File: config.mk
export PLATFORM = sky130hd
export DESIGN_NAME = slsb_top
export DESIGN_NICKNAME = d
export VERILOG_FILES = /design/src/inc/slsb_pkg.sv /design/src/verilog/slsb_phase_timer.sv /design/src/verilog/slsb_top.sv
export VERILOG_INCLUDE_DIRS = /design/src /design/src/inc
export SDC_FILE = /design/constraint.sdc
export NUM_CORES = 1
export LEC_CHECK = 0
export ABC_AREA = 1
export BUFFER_PORTS_ARGS = -buffer_cell sky130_fd_sc_hd__buf_2
export CAP_MARGIN = 10
export CORE_MARGIN = 2
export CORE_UTILIZATION = 65
export DETAILED_ROUTE_END_ITERATION = 7
export PLACE_DENSITY = 0.95
export SKIP_CTS_REPAIR_TIMING = 1
export SLEW_MARGIN = 20
export SYNTH_ARGS = -nofsm -noshare
export SYNTH_HDL_FRONTEND = slang
export SYNTH_SLANG_ARGS = --single-unit
File: constraint.sdc
create_clock -name SYS_CLK -period 14.3 [get_ports SYS_CLK]
set_clock_uncertainty 0.05 [all_clocks]
set_input_delay 2.86 -clock SYS_CLK [delete_from_list [all_inputs] [get_ports SYS_CLK]]
set_output_delay 2.86 -clock SYS_CLK [all_outputs]
set_load 0.03 [all_outputs]
File: src/inc/slsb_regs.svh
// timing and reset constants of the simplex link startup sideband block
`ifndef SLSB_REGS_SVH
`define SLSB_REGS_SVH

// user clock rate in MHz (period 4 ns)
`define SLSB_CLK_MHZ          250
// hold time of a restart before the first phase, in cycles
`define SLSB_RESTART_CYCLES   16
// worst-case phase durations for the timer-driven send side, in us
`define SLSB_ALIGN_TIME_US    40
`define SLSB_BOND_TIME_US     40
`define SLSB_VERIFY_TIME_US   80
// receive-side phase watchdog, in us
`define SLSB_WDOG_TIME_US     400
// periodic re-initialization period of the timed send side, in ms
`define SLSB_REINIT_TIME_MS   10
// number of lanes in the default build
`define SLSB_LANES            1
// number of phase timers in the block
`define SLSB_NUM_TIMERS       7
// timer indices
`define SLSB_TIM_TX_HOLD      0
`define SLSB_TIM_ALIGN        1
`define SLSB_TIM_BOND         2
`define SLSB_TIM_VERIFY       3
`define SLSB_TIM_REINIT       4
`define SLSB_TIM_WDOG         5
`define SLSB_TIM_RX_HOLD      6
// synchronised pin inputs: 3 transceiver status, 4 back channel
`define SLSB_SYNC_W           7

`endif

File: src/inc/slsb_pkg.sv
// types of the simplex link startup sideband block
package slsb_pkg;

	// send_link_startup_fsm states, one-hot
	typedef enum logic [4:0] {
		SND_RESTART = 5'h01,
		SND_ALIGN   = 5'h02,
		SND_BOND    = 5'h04,
		SND_VERIFY  = 5'h08,
		SND_READY   = 5'h10
	} slsb_send_st_t;

	// recv_link_startup_fsm states, one-hot
	typedef enum logic [4:0] {
		RCV_RESTART = 5'h01,
		RCV_ALIGN   = 5'h02,
		RCV_BOND    = 5'h04,
		RCV_VERIFY  = 5'h08,
		RCV_UP      = 5'h10
	} slsb_recv_st_t;

endpackage : slsb_pkg

File: src/verilog/slsb_phase_timer.sv
// run-gated phase timer that flags expiry after a fixed number of cycles
`timescale 1ns/10ps

module slsb_phase_timer #(
	parameter int unsigned CW    = 32,
	parameter logic [31:0] LIMIT = 32'h0000_0010
) (
	// clock and reset
	input  wire logic clk,
	input  wire logic rst_n,
	// control
	input  wire logic run,
	// status
	output logic      done
);

	logic [CW-1:0] cnt_r;

	// count while running; dropping run rearms the timer at once
	always_ff @(posedge clk or negedge rst_n) begin
		if (!rst_n) begin
			cnt_r <= '0;
		end else if (!run) begin
			cnt_r <= '0;
		end else if (cnt_r != LIMIT[CW-1:0]) begin
			cnt_r <= cnt_r + 1'b1;
		end
	end

	// saturates at the limit so done stays up until run falls
	assign done = run && (cnt_r == LIMIT[CW-1:0]);

endmodule // slsb_phase_timer

File: src/verilog/slsb_top.sv
// simplex link startup sideband logic and transceiver status/control
// Operation
// RULE1 - send and receive sides each own align, bond, verify and reset flags
// RULE2 - bond flags only used in multi-lane builds; single-lane leaves them low
// RULE3 - option one: outside logic forwards receive flags to send inputs
// RULE4 - option two: send inputs come from timed intervals only
// RULE5 - back channel reports which receive flags are set on each change
// RULE6 - separate align, bond and verify timers preset to worst-case durations
// RULE7 - timed send flags assert on timer expiry, ignoring link state
// RULE8 - receive watchdog returns a stalled phase to restart
// RULE9 - receive fall to restart must be checked against send phase lengths
// RULE10 - watchdog duration is a build parameter
// RULE11 - initialization re-entered only on failure; the send side also restarts on re-init timer expiry and on leaving timed mode
// RULE12 - timed send side should restart initialization periodically
// RULE13 - power-down input drives transceiver power-down
// RULE14 - three-bit loopback input selects normal or loopback modes
// RULE15 - send and receive reset-done outputs mirror the transceiver's
// RULE16 - lock output shows transceiver PLL locked to reference clock
// RULE17 - send side has no receive path; it only transmits
// RULE18 - hard error resets the core and retries initialization; TX_HARD_ERR has no effect on the send flags outside timed mode
// RULE19 - timed send order align, bond, verify; restart clears them all
`timescale 1ns/10ps
`include "slsb_regs.svh"
module slsb_top #(
	parameter int unsigned LANES        = `SLSB_LANES,
	parameter logic [31:0] ALIGN_CYCLES =
		32'(`SLSB_ALIGN_TIME_US * `SLSB_CLK_MHZ),
	parameter logic [31:0] BOND_CYCLES  =
		32'(`SLSB_BOND_TIME_US * `SLSB_CLK_MHZ),
	parameter logic [31:0] VERIFY_CYCLES =
		32'(`SLSB_VERIFY_TIME_US * `SLSB_CLK_MHZ),
	parameter logic [31:0] WATCHDOG_TIMEOUT =
		32'(`SLSB_WDOG_TIME_US * `SLSB_CLK_MHZ),
	parameter logic [31:0] REINIT_CYCLES =
		32'(`SLSB_REINIT_TIME_MS * 1000 * `SLSB_CLK_MHZ)
) (
	// clock and reset
	input  wire logic       SYS_CLK,
	input  wire logic       ARST_N,
	// configuration
	input  wire logic       INIT_TIMED,
	input  wire logic       REINIT_EN,
	// back channel pins carrying the receive flags
	input  wire logic       BC_ALIGNED,
	input  wire logic       BC_BONDED,
	input  wire logic       BC_VERIFY,
	input  wire logic       BC_RESET,
	// error reports from the datapaths
	input  wire logic       TX_HARD_ERR,
	input  wire logic       RX_HARD_ERR,
	// receive lane progress from the datapath
	input  wire logic       RX_LANE_ALIGNED,
	input  wire logic       RX_LANE_BONDED,
	input  wire logic       RX_LANE_VERIFIED,
	// send-side sideband flags
	output logic            TX_ALIGNED,
	output logic            TX_BONDED,
	output logic            TX_VERIFY,
	output logic            TX_RESET,
	output logic            TX_CHANNEL_UP,
	// receive-side sideband flags
	output logic            RX_ALIGNED,
	output logic            RX_BONDED,
	output logic            RX_VERIFY,
	output logic            RX_RESET,
	output logic            RX_CHANNEL_UP,
	// transceiver control, user side
	input  wire logic       POWER_DOWN,
	input  wire logic [2:0] LOOPBACK,
	// transceiver control, transceiver side
	output logic            GT_POWER_DOWN,
	output logic [2:0]      GT_LOOPBACK,
	// transceiver status, transceiver side
	input  wire logic       GT_TX_RESETDONE,
	input  wire logic       GT_RX_RESETDONE,
	input  wire logic       GT_PLL_LOCK,
	// transceiver status, user side
	output logic            TX_RESETDONE_OUT,
	output logic            RX_RESETDONE_OUT,
	output logic            TX_LOCK
);
	localparam bit MULTI = (LANES > 1);
	logic                      rst_s1_r;
	logic                      rst_n_r;
	logic [`SLSB_SYNC_W-1:0]   sync1_r;
	logic [`SLSB_SYNC_W-1:0]   sync2_r;
	logic [`SLSB_NUM_TIMERS-1:0] tim_run;
	logic [`SLSB_NUM_TIMERS-1:0] tim_done;
	slsb_pkg::slsb_send_st_t   snd_st_r;
	slsb_pkg::slsb_send_st_t   snd_st_nxt;
	slsb_pkg::slsb_recv_st_t   rcv_st_r;
	slsb_pkg::slsb_recv_st_t   rcv_st_nxt;
	logic                      rcv_moved_r;
	logic                      bc_aligned;
	logic                      bc_bonded;
	logic                      bc_verify;
	logic                      bc_reset;
	logic                      snd_fail;
	// limit of each phase timer; a zero limit is lifted to one cycle
	function automatic logic [31:0] tim_limit(input int idx);
		logic [31:0] v;
		v = 32'h0000_0001;
		case (idx)
			`SLSB_TIM_TX_HOLD: v = 32'(`SLSB_RESTART_CYCLES);
			`SLSB_TIM_ALIGN:   v = ALIGN_CYCLES;
			`SLSB_TIM_BOND:    v = BOND_CYCLES;
			`SLSB_TIM_VERIFY:  v = VERIFY_CYCLES;
			`SLSB_TIM_REINIT:  v = REINIT_CYCLES;
			`SLSB_TIM_WDOG:    v = WATCHDOG_TIMEOUT;
			`SLSB_TIM_RX_HOLD: v = 32'(`SLSB_RESTART_CYCLES);
			default:           v = 32'h0000_0001;
		endcase
		if (v == 32'h0000_0000) begin
			v = 32'h0000_0001;
		end
		return v;
	endfunction
	// reset release through two flops; assertion stays asynchronous
	always_ff @(posedge SYS_CLK or negedge ARST_N) begin
		if (!ARST_N) begin
			rst_s1_r <= 1'b0;
			rst_n_r  <= 1'b0;
		end else begin
			rst_s1_r <= 1'b1;
			rst_n_r  <= rst_s1_r;
		end
	end

	// two-flop synchronisers for transceiver status and back channel pins
	always_ff @(posedge SYS_CLK or negedge rst_n_r) begin
		if (!rst_n_r) begin
			sync1_r <= '0;
			sync2_r <= '0;
		end else begin
			sync1_r <= {BC_RESET, BC_VERIFY, BC_BONDED, BC_ALIGNED,
				GT_PLL_LOCK, GT_RX_RESETDONE, GT_TX_RESETDONE};
			sync2_r <= sync1_r;
		end
	end

	// back channel view of the receive flags, as forwarded by outside logic
	assign bc_aligned = sync2_r[3]; // RULE3
	assign bc_bonded  = sync2_r[4] && MULTI; // RULE2
	assign bc_verify  = sync2_r[5]; // RULE5
	assign bc_reset   = sync2_r[6];
	// one timer per phase, each with its own preset limit
	genvar g;
	generate
		for (g = 0; g < `SLSB_NUM_TIMERS; g++) begin : g_tim
			slsb_phase_timer #(
				.CW    (32),
				.LIMIT (tim_limit(g))
			) u_tim (
				.clk   (SYS_CLK),
				.rst_n (rst_n_r),
				.run   (tim_run[g]),
				.done  (tim_done[g])
			); // RULE6
		end
	endgenerate
	// timer run terms; the watchdog rearms whenever the receive phase moves
	always_comb begin
		tim_run = '0;
		tim_run[`SLSB_TIM_TX_HOLD] = (snd_st_r == slsb_pkg::SND_RESTART);
		tim_run[`SLSB_TIM_ALIGN]   = (snd_st_r == slsb_pkg::SND_ALIGN);
		tim_run[`SLSB_TIM_BOND]    = (snd_st_r == slsb_pkg::SND_BOND);
		tim_run[`SLSB_TIM_VERIFY]  = (snd_st_r == slsb_pkg::SND_VERIFY);
		tim_run[`SLSB_TIM_REINIT]  = (snd_st_r == slsb_pkg::SND_READY) &&
			INIT_TIMED && REINIT_EN; // RULE12
		tim_run[`SLSB_TIM_WDOG]    = !rcv_moved_r &&
			((rcv_st_r == slsb_pkg::RCV_ALIGN) ||
			(rcv_st_r == slsb_pkg::RCV_BOND) ||
			(rcv_st_r == slsb_pkg::RCV_VERIFY)); // RULE10
		tim_run[`SLSB_TIM_RX_HOLD] = (rcv_st_r == slsb_pkg::RCV_RESTART);
	end

	// send failure is a hard error or the end of the re-init period; leaving timed mode is handled in the fsm
	assign snd_fail = TX_HARD_ERR || tim_done[`SLSB_TIM_REINIT]; // RULE11
	// send_link_startup_fsm: timer-driven, looks at no receive input
	always_comb begin
		snd_st_nxt = snd_st_r;
		unique case (snd_st_r)
			slsb_pkg::SND_RESTART: begin
				if (INIT_TIMED && tim_done[`SLSB_TIM_TX_HOLD]) begin
					snd_st_nxt = slsb_pkg::SND_ALIGN;
				end
			end
			slsb_pkg::SND_ALIGN: begin
				if (tim_done[`SLSB_TIM_ALIGN]) begin
					snd_st_nxt = MULTI ? slsb_pkg::SND_BOND :
						slsb_pkg::SND_VERIFY; // RULE19
				end
			end
			slsb_pkg::SND_BOND: begin
				if (tim_done[`SLSB_TIM_BOND]) begin
					snd_st_nxt = slsb_pkg::SND_VERIFY; // RULE19
				end
			end
			slsb_pkg::SND_VERIFY: begin
				if (tim_done[`SLSB_TIM_VERIFY]) begin
					snd_st_nxt = slsb_pkg::SND_READY; // RULE19
				end
			end
			slsb_pkg::SND_READY: begin
				snd_st_nxt = slsb_pkg::SND_READY;
			end
			default: snd_st_nxt = slsb_pkg::SND_RESTART;
		endcase
		// hard error or leaving timed mode forces a fresh start
		if (snd_fail || !INIT_TIMED) begin
			snd_st_nxt = slsb_pkg::SND_RESTART; // RULE18
		end
	end

	// send state register
	always_ff @(posedge SYS_CLK or negedge rst_n_r) begin
		if (!rst_n_r) begin
			snd_st_r <= slsb_pkg::SND_RESTART;
		end else begin
			snd_st_r <= snd_st_nxt; // RULE17
		end
	end

	// send flags: own timers in timed mode, forwarded back channel otherwise
	always_ff @(posedge SYS_CLK or negedge rst_n_r) begin
		if (!rst_n_r) begin
			TX_ALIGNED    <= 1'b0;
			TX_BONDED     <= 1'b0;
			TX_VERIFY     <= 1'b0;
			TX_RESET      <= 1'b1;
			TX_CHANNEL_UP <= 1'b0;
		end else if (INIT_TIMED) begin
			// flags follow expiry only, never the actual link state
			TX_ALIGNED    <= (snd_st_r != slsb_pkg::SND_RESTART) &&
				(snd_st_r != slsb_pkg::SND_ALIGN); // RULE7
			TX_BONDED     <= MULTI &&
				((snd_st_r == slsb_pkg::SND_VERIFY) ||
				(snd_st_r == slsb_pkg::SND_READY)); // RULE2
			TX_VERIFY     <= (snd_st_r == slsb_pkg::SND_READY); // RULE4
			TX_RESET      <= (snd_st_r == slsb_pkg::SND_RESTART); // RULE19
			TX_CHANNEL_UP <= (snd_st_r == slsb_pkg::SND_READY);
		end else begin
			TX_ALIGNED    <= bc_aligned && !bc_reset; // RULE1
			TX_BONDED     <= bc_bonded && !bc_reset;
			TX_VERIFY     <= bc_verify && !bc_reset;
			TX_RESET      <= bc_reset;
			TX_CHANNEL_UP <= bc_verify && !bc_reset;
		end
	end

	// recv_link_startup_fsm: follows lane progress, guarded by watchdog
	always_comb begin
		rcv_st_nxt = rcv_st_r;
		unique case (rcv_st_r)
			slsb_pkg::RCV_RESTART: begin
				if (tim_done[`SLSB_TIM_RX_HOLD]) begin
					rcv_st_nxt = slsb_pkg::RCV_ALIGN;
				end
			end
			slsb_pkg::RCV_ALIGN: begin
				if (RX_LANE_ALIGNED) begin
					rcv_st_nxt = MULTI ? slsb_pkg::RCV_BOND :
						slsb_pkg::RCV_VERIFY; // RULE2
				end
			end
			slsb_pkg::RCV_BOND: begin
				if (RX_LANE_BONDED) begin
					rcv_st_nxt = slsb_pkg::RCV_VERIFY;
				end
			end
			slsb_pkg::RCV_VERIFY: begin
				if (RX_LANE_VERIFIED) begin
					rcv_st_nxt = slsb_pkg::RCV_UP;
				end
			end
			slsb_pkg::RCV_UP: begin
				// losing alignment in service counts as a failure
				if (!RX_LANE_ALIGNED) begin
					rcv_st_nxt = slsb_pkg::RCV_RESTART; // RULE11
				end
			end
			default: rcv_st_nxt = slsb_pkg::RCV_RESTART;
		endcase
		// a long timed send phase can trip this; size timers below it
		if (tim_done[`SLSB_TIM_WDOG]) begin
			rcv_st_nxt = slsb_pkg::RCV_RESTART; // RULE8
		end
		if (RX_HARD_ERR) begin
			rcv_st_nxt = slsb_pkg::RCV_RESTART; // RULE18
		end
	end

	// receive state register and phase-move marker for the watchdog
	always_ff @(posedge SYS_CLK or negedge rst_n_r) begin
		if (!rst_n_r) begin
			rcv_st_r    <= slsb_pkg::RCV_RESTART;
			rcv_moved_r <= 1'b1;
		end else begin
			rcv_st_r    <= rcv_st_nxt;
			rcv_moved_r <= (rcv_st_nxt != rcv_st_r);
		end
	end

	// receive flags, sent to the send side over the back channel
	always_ff @(posedge SYS_CLK or negedge rst_n_r) begin
		if (!rst_n_r) begin
			RX_ALIGNED    <= 1'b0;
			RX_BONDED     <= 1'b0;
			RX_VERIFY     <= 1'b0;
			RX_RESET      <= 1'b1;
			RX_CHANNEL_UP <= 1'b0;
		end else begin
			RX_ALIGNED    <= (rcv_st_r != slsb_pkg::RCV_RESTART) &&
				(rcv_st_r != slsb_pkg::RCV_ALIGN); // RULE1
			RX_BONDED     <= MULTI &&
				((rcv_st_r == slsb_pkg::RCV_VERIFY) ||
				(rcv_st_r == slsb_pkg::RCV_UP)); // RULE2
			RX_VERIFY     <= (rcv_st_r == slsb_pkg::RCV_UP);
			RX_RESET      <= (rcv_st_r == slsb_pkg::RCV_RESTART);
			RX_CHANNEL_UP <= (rcv_st_r == slsb_pkg::RCV_UP);
		end
	end

	// transceiver: control registered through, status mirrored after sync
	always_ff @(posedge SYS_CLK or negedge rst_n_r) begin
		if (!rst_n_r) begin
			GT_POWER_DOWN    <= 1'b0;
			GT_LOOPBACK      <= 3'h0;
			TX_RESETDONE_OUT <= 1'b0;
			RX_RESETDONE_OUT <= 1'b0;
			TX_LOCK          <= 1'b0;
		end else begin
			GT_POWER_DOWN    <= POWER_DOWN; // RULE13
			GT_LOOPBACK      <= LOOPBACK; // RULE14
			TX_RESETDONE_OUT <= sync2_r[0]; // RULE15
			RX_RESETDONE_OUT <= sync2_r[1]; // RULE15
			TX_LOCK          <= sync2_r[2]; // RULE16
		end
	end

endmodule // slsb_top

==> results of run 1 <==
[Yosys cell counts, types with 12 or more instances]
cell     number
a21oi_1     126
dfrtp_1     224
ha_1         12
inv_1       247
nand2_1     284
nand2_2      19
nand3_1      79
nand4_1      50
nor2_1      217
nor2_2       21
nor2_4       13
nor3_1       91
nor3_2       14
nor4_1       20
o21ai_0     102
xor2_1       15
[worst max-delay path by stage]
stage                           endpoint  slack (ns)  depth (start not counted)
after global routing            RX_RESET       10.13                          1
after floorplan           GT_LOOPBACK[0]        7.40                          0
final                           RX_RESET       10.16                          1
after detailed placement     snd_st_r[0]        9.88                          7
after CTS                       RX_RESET       10.14                          1
after global placement       snd_st_r[0]        9.91                          7
[routing by layer]
layer,share of wire,vias to the layer above,wire length (µm)
li1,-,5530,-
met1,0.41,5425,12000
met2,0.50,478,14600
met3,0.059,118,1730
met4,0.034,0,986
met5,0,-,0
[power breakdown]
| part | internal (mW) | leakage (nW) | switching, mW |
|---|---|---|---|
| sequential | 0.672 | 3.09 | 0.0277 |
| clock | 0.390 | 0.404 | 0.259 |
| combinational | 0.0368 | 2.61 | 0.0769 |
| total | 1.10 | 6.11 | 0.363 |
[cell type report]
| type | count | area, µm² | area share |
|---|---|---|---|
| Sequential cell | 229 | 5740 | 0.414 |
| Inverter | 260 | 977 | 0.0705 |
| Tap cell | 260 | 325 | 0.0235 |
| Clock buffer | 38 | 734 | 0.0530 |
| Multi-Input combinational cell | 1144 | 5790 | 0.418 |
| Timing Repair Buffer | 37 | 199 | 0.0143 |
| Clock inverter | 8 | 98.8 | 0.00713 |
[logic make-up (layout without fill, tap and decap cells)]
group	after synthesis	count (layout)
compound gates	272	272
xor+xnor	20	20
fa+ha+maj	12	12
other cells	2	3
buf+inv	280	343
simple gates	837	837
flops	229	229
[flip-flops by register name, indices dropped and copies added (netlist names), 3 cells and up]
register and flops:
rcv_st_r 5, sync2_r 6, GT_LOOPBACK 3, sync1_r 6, snd_st_r 4, g_tim.u_tim.cnt_r 192
[through the flow]
stage / instances / instance area [µm²] / hold WS, ns / power, mW
3_5_place_dp: 1930 / 13000 / 0.140 / 0.821
2_1_floorplan: 1653 / 12600 / 0.281 / 0.790
4_1_cts: 1976 / 13900 / 0.144 / 1.47
3_3_place_gp: 1930 / 13000 / 0.139 / 0.813
6_report: 1976 / 13900 / 0.138 / 1.46
5_1_grt: 1976 / 13900 / 0.162 / 1.51
==> flow_summary.yaml, run 1 <==
synthesis:
  synthMuxAreaShare: 0
  ys_async_sr_fraction: 1.00
  synth_ff_type: "dfrtp_1"
  avgSynthCellArea_um2: 7.63
  ys_seq_elements: 229
  synth_cells: 1652
  yosys.area.top_type: "dfrtp_1"
  synth_area_um2: 12600
  synth-compound-area-share: 0.115
  ys_types: 50
  synth_top_family_by_area: "simple AND/OR/NAND/NOR gates"
  ys_seq_area_frac: 0.455
  yosysWarnings: 0
  synth.area.top_cells: "dfrtp_1 (44%), nand2_1 (8.5%), inv_1 (7.4%)"
  synth-simple-area-share: 0.318
  synthAdderAreaFrac: 0.0119
  synth-edff-count: 0
  synth-xor-area-share: 0.0139
  synth_top_area_frac: 0.445
clock_network:
  clock_path_buffers: 3
  cts_sinks: 229
  cts_buffers: 25
  path_clk_slew_ns: 0.06
  cts_tree: "yes"
  htree_levels: 1
  cts_root_buffer: "clkbuf_16"
  clock_latency_ns: 0.53
critical_path:
  r2r_cells: 10
  r2r_slack_ns: 11.33
  cp_top_family: "flip-flops"
  startpoint_type: "flip-flop"
  cp_slowest_cell: "dfstp_2"
  path_cells: "buf_2"
  path_class: "flip-flop to output port"
  r2r_start: "rcv_st_r[2]"
  crit_start: "RX_RESET"
  crit_buf_inv: 1
  endpoint_kind: "output port"
  cp.arrival_ns: 1.23
  required_ns: 11.39
  reg2reg_to: "rcv_moved_r"
  max_stage_delay_ns: 0.52
  cp_max_fo: 1
final_layout:
  final_util: 0.734
  layout-drive-gt1-share: 0.107
  num_antenna_cells: 0
  area_growth_syn_to_layout_pct: 10.1
  final_common_cell: "nand2_1"
  most-common-layout-cells: "nand2_1 (284), inv_1 (247), dfrtp_1 (223)"
  fin_nets: 1729
  nFillCells: 1366
global_routing:
  grt_use_met2: 0.511
  top_usage_layer: "met2"
  grt_pass1_vias: 11362
  grt_use_met3: 0.0426
  grt_use_met1: 0.379
  grt_pass1_wl_um: 50600
  grt_overflow: 0
  antenna_found_initial: 0
  grt_max_degree: 82
  grtUsageTotal: 0.296
power_and_ir_drop:
  irDropWorstVdd_v: 0.000108
  power_leakage_nw: 6.11
  power.density_nw_per_um2: 105
detailed_routing:
  dr.pass1.iters: 6
  wl_per_cell_um: 14.9
  drcViolationCount: 0
  via_count: 11551
  viasPerCell: 5.85
  wl_um: 29400
  ant_nets: 0
  drt_first_iter_violations: 927
worst_hold_path:
  hp-class: "flip-flop to asynchronous set/reset pin"
sta:
  relSlewSlack: 0.382
  worst_pin_slew_ns: 0.927
  finalCriticalPeriod_ns: 4.14
  rsz0062_at_grt: "no"
  min_period_over_period: 0.290
  hold_viol: 0
  setup_viol: 0
  worst_slack_ns: 10.16
  fmax_ghz: 0.241
  slew_violations: 0
  finalSetupTns_ns: 0
die:
  boundaryPins: 37
  core.rowCount: 50
  die_w_um: 143
  die_h_um: 143
  coreArea_um2: 18900
  dieArea_um2: 20500
  start_util: 0.667
job:
  cap_violations: 0
place:
  place.gp.congestion: 0.931
  dp_hpwl_um: 20300
  port_buffers: 33
  post-place-ws_ns: 9.88
outcome:
  status: "finished, final reports clean"
Power figures use the tool's default switching activity.
==> run 2: changes to the inputs <==
--- a/config.mk
+++ b/config.mk
@@ -6,13 +6,13 @@
 export SDC_FILE = /design/constraint.sdc
 export NUM_CORES = 1
 export LEC_CHECK = 0
-export ABC_AREA = 1
+export ABC_AREA = 0
 export BUFFER_PORTS_ARGS = -buffer_cell sky130_fd_sc_hd__buf_2
 export CAP_MARGIN = 10
 export CORE_MARGIN = 2
-export CORE_UTILIZATION = 65
+export CORE_UTILIZATION = 62
 export DETAILED_ROUTE_END_ITERATION = 7
-export PLACE_DENSITY = 0.95
+export PLACE_DENSITY = 0.92
 export SKIP_CTS_REPAIR_TIMING = 1
 export SLEW_MARGIN = 20
 export SYNTH_ARGS = -nofsm -noshare
==> constraint.sdc (replaced) <==
create_clock -name SYS_CLK -period 3.95 [get_ports SYS_CLK]
set_clock_uncertainty 0.05 [all_clocks]
set_input_delay 0.79 -clock SYS_CLK [delete_from_list [all_inputs] [get_ports SYS_CLK]]
set_output_delay 0.79 -clock SYS_CLK [all_outputs]
set_load 0.03 [all_outputs]
==> run 2 against run 1 <==
Clock power rose to 3.7 times the previous value. Final area shrank 10%. Routed wire length down 21%. Count of clock-buffer cells in the layout is 3 lower. Hold slack improved by 0.16 ns. Non-clock buffer count grew 3. Critical path depth rose by 6. Die area is 6.6% lower. Register-to-register slack worse by 9.7 ns. Global-route usage shrank 5.4 points. Critical endpoint is now rcv_moved_r. Largest cell class is now flip-flops and latches. Highest routed layer unchanged.
==> flow_summary.yaml, run 2 <==
outcome:
  status: "finished, final reports clean"
sta:
  setup_viol: 0
  fmax_ghz: 0.423
  slew_violations: 0
  worst_slack_ns: 1.59
  worst_pin_slew_ns: 1.06
  min_period_over_period: 0.598
  hold_viol: 0
  finalSetupTns_ns: 0
  finalCriticalPeriod_ns: 2.36
  relSlewSlack: 0.295
  rsz0062_at_grt: "no"
synthesis:
  yosysWarnings: 0
  synth_ff_type: "dfrtp_1"
  synth.area.top_cells: "dfrtp_1 (50%), xor2_1 (8.6%), nor2_1 (7.2%)"
  synth_top_area_frac: 0.500
  ys_seq_elements: 229
  synthMostInstantiatedCell: "dfrtp_1"
  synth-edff-count: 0
  avgSynthCellArea_um2: 9.80
  ys_types: 53
  yosys.area.top_type: "dfrtp_1"
  synth_cells: 1143
  synth_area_um2: 11200
  ys_async_sr_fraction: 1.00
  synthTopCellsByCount: "dfrtp_1 (224), nor2_1 (214), xor2_1 (110), nand3_1 (84), nand2_1 (63)"
  ys_seq_area_frac: 0.512
die:
  coreArea_um2: 17800
  die_h_um: 138
  die_w_um: 138
  start_util: 0.628
  boundaryPins: 37
  dieArea_um2: 19200
  core.rowCount: 49
final_layout:
  area_growth_syn_to_layout_pct: 11.2
  nFillCells: 1185
  layout-drive-gt1-share: 0.0921
  most-common-layout-cells: "dfrtp_1 (223), nor2_1 (214), xor2_1 (110)"
  final_common_cell: "dfrtp_1"
  top_regs: "g_tim.u_tim.cnt_r: 192 flops, sync1_r: 6 flops, sync2_r: 6 flops"
  regMostFlops: "g_tim.u_tim.cnt_r"
  final_cell_area_um2: 12500
  fin_nets: 1210
  layoutNonFillerInstCount: 1424
  largest_reg_flops: 192
  num_antenna_cells: 0
detailed_routing:
  dr.pass1.iters: 5
  wl_um: 23300
  viasPerCell: 6.04
  drcViolationCount: 0
  drt_first_iter_violations: 599
  ant_nets: 0
  wl_per_cell_um: 16.4
  via_count: 8599
power_and_ir_drop:
  power.density_nw_per_um2: 412
  power_leakage_nw: 5.22
  irDropWorstVdd_v: 0.000423
  power.total_mw: 5.14
critical_path:
  cp.arrival_ns: 2.76
  cp_max_fo: 33
  startpoint_type: "flip-flop"
  required_ns: 4.34
  endpoint_kind: "flip-flop"
  path_class: "flip-flop to flip-flop"
worst_hold_path:
  hp-class: "flip-flop to flip-flop"
place:
  port_buffers: 33
  post-place-ws_ns: 1.39
  dp_hpwl_um: 14800
  place.gp.congestion: 0.867
  dp_cells: 1380
  placed_area_um2: 11600
clock_network:
  cts_tree: "yes"
  path_clk_slew_ns: 0.06
  cts_sinks: 229
  cts_root_buffer: "clkbuf_16"
  cts_buffers: 24
  clock_path_buffers: 3
  htree_levels: 1
  clock_latency_ns: 0.52
global_routing:
  grt_overflow: 0
  grt_use_met2: 0.423
  top_usage_layer: "met2"
  grt_pass1_vias: 8495
  grt_max_degree: 72
  grt_use_met3: 0.0329
  grt_use_met1: 0.320
  grt_pass1_wl_um: 39700
  antenna_found_initial: 0
  grtUsageTotal: 0.243
job:
  cap_violations: 0
==> run 2: cell count changes after synthesis, moves of 21 or more <==
cell	delta
and3_1	+39
xnor2_1	+54
xor2_1	+95
a21oi_1	-103
nor2_2	-21
nand2_1	-221
nor3_1	-65
o21ai_0	-75
inv_1	-220
==> run 2: logic make-up (layout without fill, tap and decap cells) <==
kind of cell,Yosys count,count (layout),synth area share
DFF,229,229,0.512
other,2,3,0.000670
xor gates and xnor gates,169,169,0.132
and+or+nand+nor,602,602,0.282
adders and majority gates,12,12,0.0134
buffers and inverters,59,110,0.0213
AOI/OAI and AO/OA,62,62,0.0315
muxes,8,8,0.00737
==> run 2: metrics by stage <==
stage	utilization	hold slack, ns
floorplan	-	0.281
global placement	0.650	0.285
detailed placement	0.650	0.287
CTS	0.697	-0.0257
global route	0.698	0.306
finish	0.698	0.293
==> run 2: cell type report <==
cell class	count	area [µm²]	area share
Multi-Input combinational cell	856	5240	0.421
Inverter	27	101	0.00814
Clock inverter	8	130	0.0104
Sequential cell	229	5740	0.461
Timing Repair Buffer	40	245	0.0197
Clock buffer	35	712	0.0572
Tap cell	229	287	0.0230
==> run 2: power by group <==
part	switching, mW	total (mW)	leakage (nW)	internal [mW]
combinational	0.135	0.224	1.74	0.0883
clock	0.924	2.37	0.416	1.45
sequential	0.115	2.54	3.06	2.43
==> run 2: worst max-delay path, stage by stage, from the launching register on <==
cell,delay [ns]
dfrtp_1,0.60
xor2_1,0.18
o211ai_1,0.09
buf_4,0.25
or4_4,0.62
nand2_1,0.21
o32a_1,0.20
nand3_1,0.08
==> run 2: layer usage <==
layer  vias to the layer above  wire length, µm
met2                       254            12000
met5                         -                0
met3                        40             1000
li1                       4015                -
met4                         0              458
met1                      4290             9900
==> run 2: path summary, 6_finish.rpt <==
kind,slack [ns],to,cells after the start,start
hold reg to reg,0.29,TX_RESETDONE_OUT,0,sync2_r[0]
hold / removal,0.29,TX_RESETDONE_OUT,0,sync2_r[0]
setup reg to reg,1.59,rcv_moved_r,7,rcv_st_r[1]
setup / recovery,1.59,rcv_moved_r,7,rcv_st_r[1]
max in group asynchronous,2.52,rcv_moved_r,1,rst_n_r
min in group asynchronous,0.41,g_tim[3].u_tim.cnt_r[18],0,rst_n_r
==> run 3: changes to the inputs <==
==> constraint.sdc (replaced) <==
create_clock -name SYS_CLK -period 2.2 [get_ports SYS_CLK]
set_clock_uncertainty 0.05 [all_clocks]
set_input_delay 0.44 -clock SYS_CLK [delete_from_list [all_inputs] [get_ports SYS_CLK]]
set_output_delay 0.44 -clock SYS_CLK [all_outputs]
set_load 0.03 [all_outputs]
==> run 3 against run 2 <==
Hold slack worse by 0.20 ns. Flip-flop and latch count unchanged. Utilization up 2.5 points. Die area unchanged. Clock power up 100%. Routed wire length up 4.7%. Critical endpoint is now g_tim[1].u_tim.cnt_r[16]. Largest power group is now the clock network. Global-route usage up 1.3 points. Fmax up 13%.
==> flow_summary.yaml, run 3 (synthesized netlist as in run 2, its figures left out) <==
place:
  dp_hpwl_um: 14600
  placed_area_um2: 11700
  place.gp.congestion: 0.875
  port_buffers: 33
critical_path:
  r2r_start: "g_tim[1].u_tim.cnt_r[8]"
  cp_slowest_cell: "or2_2"
  reg2reg_to: "g_tim[1].u_tim.cnt_r[16]"
  max_stage_delay_ns: 0.45
  r2r_slack_ns: 0.10
  path_class: "flip-flop to flip-flop"
  cp.arrival_ns: 2.49
  path_cells: "and3_1, nand4_1, or2_2, or3_1, a21oi_1"
  r2r_cells: 5
  endpoint_kind: "flip-flop"
  startpoint_type: "flip-flop"
  cp_max_fo: 6
  required_ns: 2.59
final_layout:
  final_common_cell: "dfrtp_1"
  num_antenna_cells: 0
  layout-drive-gt1-share: 0.113
  area_growth_syn_to_layout_pct: 15.1
  top_regs: "g_tim.u_tim.cnt_r: 192 flops, sync1_r: 6 flops, sync2_r: 6 flops"
  fin_nets: 1240
  most-common-layout-cells: "dfrtp_1 (223), nor2_1 (213), xor2_1 (110)"
  final_cell_area_um2: 12900
  largest_reg_flops: 192
  regMostFlops: "g_tim.u_tim.cnt_r"
power_and_ir_drop:
  p_comb_frac: 0.045
  switchingPower_mw: 2.17
  clkPwrFrac: 0.490
  power_leakage_nw: 5.44
  p_seq_frac: 0.466
  switching_share: 0.222
  power.total_mw: 9.75
  power.density_nw_per_um2: 756
  irDropWorstVdd_v: 0.00105
  intPower_mw: 7.59
die:
  die_w_um: 138
  coreArea_um2: 17800
  dieArea_um2: 19200
  boundaryPins: 37
  core.rowCount: 49
  die_h_um: 138
  start_util: 0.628
clock_network:
  clock_latency_ns: 0.53
  clock_path_buffers: 3
  cts_buffers: 25
  cts_sinks: 229
  cts_root_buffer: "clkbuf_16"
  cts_tree: "yes"
  path_clk_slew_ns: 0.06
  htree_levels: 1
global_routing:
  grt_pass1_vias: 8908
  antenna_found_initial: 0
  grt_overflow: 0
  grt_pass1_wl_um: 41800
  grt_max_degree: 88
  grtUsageTotal: 0.256
detailed_routing:
  drt_first_iter_violations: 720
  wl_per_cell_um: 16.8
  drcViolationCount: 0
  viasPerCell: 6.08
  dr.pass1.iters: 5
  wl_um: 24400
  via_count: 8849
  ant_nets: 0
outcome:
  status: "finished, final reports clean"
sta:
  slew_violations: 0
  hold_viol: 0
  relSlewSlack: 0.662
  fmax_ghz: 0.477
  min_period_over_period: 0.953
  finalCriticalPeriod_ns: 2.10
  setup_viol: 0
  rsz0062_at_grt: "yes"
  worst_pin_slew_ns: 0.503
job:
  cap_violations: 0
worst_hold_path:
  hp-class: "flip-flop to asynchronous set/reset pin"
-- run 3: cell count changes in the layout (fill, tap and decap cells not counted), moves of 2 or more --
cell           previous run  this run
bufinv_16                 3         7
nor4_4                    1         3
nor4b_1                  19        16
clkinv_2                  3         1
clkbuf_8                  7         4
nor4_1                   26        23
dlygate4sd3_1             1        11
inv_6                     0         2
nor4b_2                   1         4
buf_4                     4        22
clkbuf_1                  4         6
-- run 3: layout make-up --
class / instances / area (µm²)
repair buffers: 69 / 500
inverters: 27 / 101
well taps: 229 / 287
fillers: 1113 / 4950
clock buffers: 35 / 703
multi-input cells: 856 / 5320
flip-flops and latches: 229 / 5740
clock inverters: 11 / 240
-- run 3: power by group through the flow --
stage | Sequential [mW] | Clock, mW | Combinational, mW
5_1_grt | 4.56 | 5.00 | 0.496
3_5_place_dp | 4.61 | 0 | 0.419
3_3_place_gp | 4.60 | 0 | 0.396
4_1_cts | 4.54 | 4.82 | 0.421
6_report | 4.54 | 4.78 | 0.436
2_1_floorplan | 4.64 | 0 | 0.233
-- run 3: through the flow --
step	hold slack, ns	util	instances	TNS [ns]	setup slack (ns)
after global routing	0.114	0.723	1456	-0.132	-0.0538
after global placement	0.0938	0.658	1398	0	0.112
final	0.0959	0.723	1456	0	0.103
after detailed placement	0.0950	0.658	1398	0	0.0369
after CTS	-0.375	0.711	1444	0	0.0115
after floorplan	0.0944	-	1144	-36.02	-0.162
-- run 3: worst max path at each step --
stage	end	depth (start not counted)	slack, ns	start
floorplan	GT_LOOPBACK[0]	0	-0.16	rst_n_r
global placement	rcv_moved_r	6	0.11	g_tim[5].u_tim.cnt_r[4]
detailed placement	rcv_moved_r	6	0.04	g_tim[5].u_tim.cnt_r[21]
CTS	rcv_moved_r	6	0.01	g_tim[5].u_tim.cnt_r[21]
global route	g_tim[1].u_tim.cnt_r[30]	6	-0.05	g_tim[1].u_tim.cnt_r[8]
finish	g_tim[1].u_tim.cnt_r[16]	5	0.10	g_tim[1].u_tim.cnt_r[8]
-- run 3: routing by layer --
metal	GRT usage	vias to the layer above	routed length, µm
li1	-	4066	-
met1	0.332	4429	10000
met2	0.448	289	12500
met3	0.0343	65	1190
met4	0.0865	0	661
met5	0	-	0
-- run 3: critical path, delay by kind of cell, from the launching register on --
kind               cells  cell delay [ns]
and+or+nand+nor        4             1.37
DFF                    1             0.40
AOI/OAI and AO/OA      1             0.19
